===== config.mk =====
export PLATFORM = sky130hd
export DESIGN_NAME = vrc_voltage_reference_control
export DESIGN_NICKNAME = d
export VERILOG_FILES = /design/src/design/vrc_pkg.sv /design/src/design/vrc_voltage_reference_control.sv
export SDC_FILE = /design/constraint.sdc
export NUM_CORES = 1
export LEC_CHECK = 0
export BUFFER_PORTS_ARGS = -buffer_cell sky130_fd_sc_hd__buf_4
export CAP_MARGIN = 15
export CORE_MARGIN = 2
export CORE_UTILIZATION = 50
export CTS_CLUSTER_SIZE = 8
export DETAILED_ROUTE_END_ITERATION = 16
export PLACE_DENSITY_LB_ADDON = 0.2
export SLEW_MARGIN = 10
export SYNTH_ARGS = -nofsm -noshare
export SYNTH_HDL_FRONTEND = slang
export SYNTH_SLANG_ARGS = --single-unit

===== constraint.sdc =====
create_clock -name sys_clk_i -period 3.6 [get_ports sys_clk_i]
set_input_delay 1.08 -clock sys_clk_i [delete_from_list [all_inputs] [get_ports sys_clk_i]]
set_output_delay 1.08 -clock sys_clk_i [all_outputs]
set_load 0.01 [all_outputs]

===== src/design/vrc_pkg.sv =====
/*
 Constants of the voltage reference control block: register offsets,
 field positions, reset values and the settling count.
 Assumes a byte-wide peripheral bus with a one-bit address inside the block.
*/
package vrc_pkg;
    // Register offsets
    localparam logic [0:0] TRIM_OFFSET = 1'h0;
    localparam logic [0:0] SC_OFFSET = 1'h1;
    // Status and control fields
    localparam int ENABLE_BIT = 7;
    localparam int STABLE_BIT = 2;
    localparam int MODE_LSB = 0;
    localparam int MODE_MSB = 1;
    localparam logic [7:0] SC_RESET = 8'h00;
    localparam logic [7:0] SC_WRITE_MASK = 8'h83;
    // Mode encodings
    typedef enum logic [1:0] {
        VRC_MODE_BANDGAP = 2'b00,
        VRC_MODE_LOW_POWER = 2'b01,
        VRC_MODE_TIGHT = 2'b10,
        VRC_MODE_RESERVED = 2'b11
    } vrc_mode_e;
    // Trim code landmarks, offset binary
    localparam logic [7:0] TRIM_CODE_MAX = 8'h80;
    localparam logic [7:0] TRIM_CODE_MID = 8'hff;
    localparam logic [7:0] TRIM_CODE_MIN = 8'h7f;
    localparam int TRIM_STEP_UV = 500;
    // Bandgap settling time in ns, and cycles at 200 MHz
    localparam int CLK_PERIOD_NS = 5;
    localparam int SETTLE_TIME_NS = 10000;
    localparam int SETTLE_CYCLES = (SETTLE_TIME_NS + CLK_PERIOD_NS - 1) / CLK_PERIOD_NS;
    localparam int SETTLE_W = 12;
endpackage


===== src/design/vrc_voltage_reference_control.sv =====
/*
 Voltage reference control: trim register, status and control register,
 settling timer, analog control outputs and instance decode.
 Assumes a byte-wide synchronous bus on sys_clk_i, single-cycle strobes,
 and a factory trim value and package strap that are stable at reset.
*/
// Contract
// [RULE1] Every reset loads the trim register with the factory value; one code step is 0.5 mV.
// [RULE2] The trim code is offset binary: 0x80 max, 0xff mid, 0x00 one step below mid, 0x7f min.
// [RULE3] Bit 7 enables the reference; when clear the bandgap and buffers are off.
// [RULE4] Bit 2 is a read-only stable flag, one only after startup completes.
// [RULE5] Bits 1:0 select bandgap only, low-power buffer, tight buffer, or reserved.
// [RULE6] Software uses low-power buffer mode only for internal loads, not the output pin.
// [RULE7] Reset sets the clock gate bit; clearing it stops the module's bus clock.
// [RULE8] After reset only the instance chosen by package is enabled.
// [RULE9] A disabled instance does not decode its registers.
// [RULE10] Operation is unchanged in run, wait and low-power modes, optionally in partial stop.
// [RULE11] Trim sits at offset 0 and status and control at offset 1, one byte each.
// [RULE12] Changing mode while enabled and stable keeps the stable flag set.
// [RULE13] Software polls the stable flag after enabling before using the reference.
// [RULE14] Bits 6 to 3 of status and control read zero and ignore writes.
`timescale 1ns/10ps
module vrc_voltage_reference_control (
    // Clock and reset
    input wire logic sys_clk_i,
    input wire logic rst_n_i,
    // Chip-level configuration
    input wire logic [7:0] factory_trim_i,
    input wire logic large_package_i,
    input wire logic instance_is_second_i,
    input wire logic peripheral_clock_gate_reg_i,
    input wire logic partial_stop_mode_i,
    input wire logic stop_keep_enable_i,
    // Register bus
    input wire logic bus_sel_i,
    input wire logic bus_wr_i,
    input wire logic bus_rd_i,
    input wire logic [0:0] bus_addr_i,
    input wire logic [7:0] bus_wdata_i,
    output logic [7:0] bus_rdata_o,
    output logic bus_hit_o,
    // Analog control
    output logic [7:0] trim_code_o,
    output logic bandgap_on_o,
    output logic low_power_buffer_on_o,
    output logic tight_buffer_on_o,
    output logic instance_enabled_o
);
    logic [7:0] trim;
    logic [7:0] next_trim;
    logic enable;
    logic next_enable;
    logic [1:0] mode;
    logic [1:0] next_mode;
    logic stable;
    logic next_stable;
    logic [vrc_pkg::SETTLE_W-1:0] settle_cnt;
    logic [vrc_pkg::SETTLE_W-1:0] next_settle_cnt;
    logic [7:0] rdata;
    logic [7:0] next_rdata;
    logic inst_en;
    logic next_inst_en;
    logic first_cycle;
    logic clk_active;
    logic access;
    logic running;

    localparam logic [vrc_pkg::SETTLE_W-1:0] SETTLE_LAST =
        vrc_pkg::SETTLE_W'(vrc_pkg::SETTLE_CYCLES - 1);

    // Register view of status and control
    function automatic logic [7:0] sc_view(input logic en, input logic st, input logic [1:0] md);
        logic [7:0] v;
        v = 8'h00;
        v[vrc_pkg::ENABLE_BIT] = en;
        v[vrc_pkg::STABLE_BIT] = st;
        v[vrc_pkg::MODE_MSB:vrc_pkg::MODE_LSB] = md;
        return v; // [RULE14]
    endfunction

    // Gate bit off freezes the block as a gated clock would
    assign clk_active = peripheral_clock_gate_reg_i; // [RULE7]
    assign access = bus_sel_i & inst_en & clk_active; // [RULE9]
    assign running = enable & ~(partial_stop_mode_i & ~stop_keep_enable_i); // [RULE10]

    // Package strap caught in the first clocked cycle after reset
    always_comb begin
        next_inst_en = inst_en;
        if (first_cycle) begin
            next_inst_en = large_package_i ? ~instance_is_second_i : instance_is_second_i; // [RULE8]
        end
    end

    always_comb begin
        next_trim = trim;
        next_enable = enable;
        next_mode = mode;
        next_rdata = rdata;
        if (first_cycle) begin
            next_trim = factory_trim_i; // [RULE1]
        end else if (access && bus_wr_i) begin
            if (bus_addr_i == vrc_pkg::TRIM_OFFSET) begin // [RULE11]
                next_trim = bus_wdata_i;
            end else if (bus_addr_i == vrc_pkg::SC_OFFSET) begin
                next_enable = bus_wdata_i[vrc_pkg::ENABLE_BIT]; // [RULE3]
                next_mode = bus_wdata_i[vrc_pkg::MODE_MSB:vrc_pkg::MODE_LSB]; // [RULE5]
            end
        end
        if (access && bus_rd_i) begin
            if (bus_addr_i == vrc_pkg::TRIM_OFFSET) begin
                next_rdata = trim;
            end else begin
                next_rdata = sc_view(enable, stable, mode); // [RULE4]
            end
        end else if (!access) begin
            next_rdata = 8'h00;
        end
    end

    // Settling timer restarts whenever running rises (enable, or leaving partial stop), not on mode change
    always_comb begin
        next_settle_cnt = settle_cnt;
        next_stable = stable;
        if (!running) begin
            next_settle_cnt = '0;
            next_stable = 1'b0; // [RULE4]
        end else if (!stable) begin
            if (settle_cnt == SETTLE_LAST) begin
                next_stable = 1'b1;
            end else begin
                next_settle_cnt = settle_cnt + 1'b1;
            end
        end // [RULE12]
    end

    always_ff @(posedge sys_clk_i) begin
        if (!rst_n_i) begin
            trim <= vrc_pkg::TRIM_CODE_MID;
            enable <= vrc_pkg::SC_RESET[vrc_pkg::ENABLE_BIT];
            mode <= vrc_pkg::SC_RESET[vrc_pkg::MODE_MSB:vrc_pkg::MODE_LSB];
            stable <= 1'b0;
            settle_cnt <= '0;
            rdata <= 8'h00;
            inst_en <= 1'b0;
            first_cycle <= 1'b1;
        end else if (clk_active || first_cycle) begin
            trim <= next_trim;
            enable <= next_enable;
            mode <= next_mode;
            stable <= next_stable;
            settle_cnt <= next_settle_cnt;
            rdata <= next_rdata;
            inst_en <= next_inst_en;
            first_cycle <= 1'b0;
        end
    end

    // Reserved mode acts as disabled
    always_comb begin
        bandgap_on_o = running && (mode != vrc_pkg::VRC_MODE_RESERVED); // [RULE3]
        low_power_buffer_on_o = bandgap_on_o && (mode == vrc_pkg::VRC_MODE_LOW_POWER); // [RULE5]
        tight_buffer_on_o = bandgap_on_o && (mode == vrc_pkg::VRC_MODE_TIGHT); // [RULE5]
    end

    assign trim_code_o = trim; // [RULE2]
    assign bus_rdata_o = rdata;
    assign bus_hit_o = access;
    assign instance_enabled_o = inst_en;
endmodule


# Word level (Yosys, flattened, before mapping)
# Cells that the tools add are included.
[word_totals]
elab_cells = 50
register_bits = 34
[op_classes]
add_sub_neg = 1
n_mux = 13
eq_ne = 8
reduce_logical = 12
n_bitwise = 8
[op_table]
columns = ["cell", "count"]
rows = [
  ["8-bit two-way mux", 6],
  ["12-bit two-way mux", 3],
  ["12-bit by 1-bit adder with 12-bit output (second input constant)", 1],
  ["12-bit by 11-bit equality test with 1-bit output (second input constant)", 1],
  ["2-bit inequality test (second input constant)", 3],
  ["3-bit AND reduction", 2],
  ["1-bit logical AND", 5],
  ["1-bit AND", 4],
  ["1-bit two-way mux", 4],
  ["2-bit by 1-bit inequality test with 1-bit output (second input constant)", 2],
  ["1-bit inverter", 4],
  ["2-bit AND reduction", 2],
  ["4-bit AND reduction", 1],
  ["2-bit by 1-bit equality test with 1-bit output (second input constant)", 1],
  ["2-bit equality test (second input constant)", 1],
  ["2-bit nonzero test", 1],
  ["1-bit logical OR", 1],
]

# Depth between registers and ports, before layout
[depth]
depth_word = 6
depth_mapped = 6
ltp_nobuf = 5

# Worst setup path after synthesis
# No wires, ideal clock.
[synth_path]
path_type = "in2out"
startpoint = "input stop_keep_enable_i"
endpoint = "output tight_buffer_on_o"
slack_ps = 883
t_arrival_ps = 1637
cell_stages = 3
cell_sequence = "nand2b_1 > nand2_1 > nor3b_1"
[synth_via]
elab_chain_len = 6
[synth_rtl]
columns = ["element", "line_no", "rtl"]
rows = [
  ["start: declaration", "vrc_voltage_reference_control.sv:33", "input wire logic stop_keep_enable_i,"],
  ["1-bit inverter", "vrc_voltage_reference_control.sv:84", "assign running = enable & ~(partial_stop_mode_i & ~stop_keep_enable_i);"],
  ["1-bit AND", "vrc_voltage_reference_control.sv:84", ""],
  ["1-bit inverter", "vrc_voltage_reference_control.sv:84", ""],
  ["1-bit AND", "vrc_voltage_reference_control.sv:84", ""],
  ["1-bit logical AND", "vrc_voltage_reference_control.sv:160", "bandgap_on_o = running && (mode != vrc_pkg::VRC_MODE_RESERVED);"],
  ["1-bit logical AND", "vrc_voltage_reference_control.sv:162", "tight_buffer_on_o = bandgap_on_o && (mode == vrc_pkg::VRC_MODE_TIGHT);"],
  ["end: declaration", "vrc_voltage_reference_control.sv:46", "output logic tight_buffer_on_o,"],
]
# Every way passes these cells.

# Final worst setup path
# Same ends and word-level chain as after synthesis.

==> impl_metrics.toml <==
[status]
status = "completed"

[placed_design]
hpwl_um = 3100
io_buffers = 47
gp_congestion = 0.856

[worst_setup_path]
startpoint_type = "input pin"
startpoint = "stop_keep_enable_i"
rrSetupSlack_ns = 1.74
required_ns = 2.52
worstPathArrival_ns = 1.78
r2r-start = "first_cycle"
worstPathMaxFanout = 4
worstSetupEndpointType = "primary output"
path_class = "input pin to primary output"

[yosys]
syn_nets = 214
synth_cell_types = 43
syn_area_um2 = 1670
synth-seq-cells = 34
synth_seq_area_share_pct = 40.7
synth_warnings = 0
syn_inst = 186
syn_avg_cell_area_um2 = 8.99
synth-edff-count = 0
async_reset_ff_share_pct = 0
synth_ff_type = "dfxtp_1"

[global_routing]
grt_pass1_wl_um = 6530
overflow = 0
grt_max_degree = 24
grt_usage_pct = 23.5
grt_pass1_vias = 1491
antenna_found_initial = 0

[sta]
finalClockSkew_ns = 0.00752
rsz0062_at_grt = "false"
holdWs_ns = 0.492
finalCritPeriodShare_pct = 79.4
tightest_slew_ns = 0.709
fin_crit_ns = 2.86
slew_headroom_pct = 52.6
hold_violations = 0
fin_tns_setup_ns = 0
finalSetupViolCount = 0
drv_slew = 0
fmax_ghz = 0.350

[pwr]
pwr_density_cell_nw_per_um2 = 320
max-vdd-ir-drop_v = 0.000152
total_leakage_power_nw = 0.806

[cts]
cts.sinks = 34
clk_latency_ns = 0.33
cts-htree-levels = 2
cts.clk_slew.worst_paths_ns = 0.10
ctsResizeCount = 0
tritoncts = "yes"
numCtsBuffers = 5
hold_buffers = 0
post-cts-setup-buffers = 0
clockRootBuffer = "clkbuf_4"
cts_buffer_depth = 2

[route]
ant_nets = 0
drt_iter0_markers = 131
via_count = 1620
drt-wirelength-per-cell_um = 14.7
drt_first_pass_iters = 4
drc = 0
via_per_inst = 5.85
routed_wl_um = 4080

[final_layout]
antenna-diode-count = 0
final_common_cell = "buf_4"
final_cell_mix = "47 x buf_4, 34 x dfxtp_1, 16 x nor2_1"
fill_cells = 286
area_growth_pct = 24.9
fin_nets = 259
layout-drive-gt1-share_pct = 26.8

[worst_hold_path]
hold_path.class = "register to register"
hp-start = "settle_cnt[11]"

[die]
rows = 21
die_height_um = 61.8
io_pins = 48
initial_core_util_pct = 50.9
dieArea_um2 = 3820
core-area_um2 = 3280
die_x_um = 61.8

[flow_run]
drv_cap = 0
[area by class of cell]
class / instances / area (um^2) / area share [%]
clock buffer: 7 / 45.0 / 2.16
inverter: 4 / 15.0 / 0.719
multi-input combinational: 139 / 938 / 44.9
sequential: 34 / 681 / 32.6
tap: 46 / 57.6 / 2.75
timing repair buffer: 47 / 353 / 16.9
[registers in the layout, indices dropped and copies added (netlist names)]
signal	flops
trim_code_o	8
settle_cnt	12
instance_enabled_o	1
bus_rdata_o	8
enable	1
first_cycle	1
mode	2
stable	1
[per-layer routing]
layer | vias to the layer above | GRT usage [%] | routed length (um)
li1 | 800 | - | -
met1 | 761 | 26.0 | 1710
met2 | 52 | 42.0 | 2090
met3 | 7 | 7.25 | 209
met4 | 0 | 9.12 | 76
met5 | - | 0 | 0
[Yosys cell counts (4+ instances only)]
| cell | instances | share of area [%] |
|---|---|---|
| a211oi_1 | 9 | 4.0 |
| nor3b_1 | 10 | 4.5 |
| o21ai_1 | 9 | 2.7 |
| nand2_1 | 8 | 1.8 |
| mux2i_1 | 4 | 2.4 |
| inv_1 | 4 | 0.90 |
| nor2b_1 | 9 | 3.4 |
| nand3_1 | 8 | 2.4 |
| a22oi_1 | 8 | 3.6 |
| nor2_1 | 16 | 3.6 |
| mux2_2 | 4 | 2.7 |
| dfxtp_1 | 34 | 41 |
| clkbuf_1 | 7 | 1.6 |
| o31ai_1 | 4 | 1.8 |
| nand4_1 | 10 | 3.7 |
[power breakdown]
part	switching (mW)	leakage, nW	internal (mW)	total (mW)
clock	0.121	0.0254	0.0736	0.195
combinational	0.0374	0.505	0.0420	0.0794
sequential	0.0102	0.276	0.383	0.393
[cells by family (layout without fill, tap and decap cells)]
| logic type | after synthesis | in the layout | synth area share [%] |
|---|---|---|---|
| simple gates | 79 | 79 | 28.3 |
| xor+xnor | 1 | 1 | 0.524 |
| compound gates | 50 | 50 | 21.5 |
| flops | 34 | 34 | 40.7 |
| buf+inv | 13 | 58 | 3.22 |
| fa+ha+maj | 1 | 1 | 0.748 |
| mux | 8 | 8 | 5.09 |
[critical path, cell delays in order]
cell and delay, ns:
buf_4 0.08, nand2b_1 0.13, nand2_1 0.12, nor3b_1 0.22
buf_4 0.15
[per-stage QoR]
stage / worst slack [ns] / cell area, um^2 / std cells / utilization (%) / total power [mW]
detailed placement: 0.739 / 2040 / 270 / 62.2 / 0.481
global placement: 0.792 / 2040 / 270 / 62.2 / 0.479
floorplan: 0.883 / 1670 / 186 / - / 0.438
global route: 0.650 / 2090 / 277 / 63.6 / 0.700
finish: 0.743 / 2090 / 277 / 63.6 / 0.668
CTS: 0.735 / 2090 / 277 / 63.6 / 0.672
[path summary, 6_finish.rpt]
| kind | to | cells after the start |
|---|---|---|
| worst max-delay path | tight_buffer_on_o | 5 |
| worst min-delay path | settle_cnt[11] | 1 |
| worst max register to register | settle_cnt[9] | 4 |
| worst min register to register | settle_cnt[11] | 1 |
Note: power is estimated with default switching activity, not from simulation.
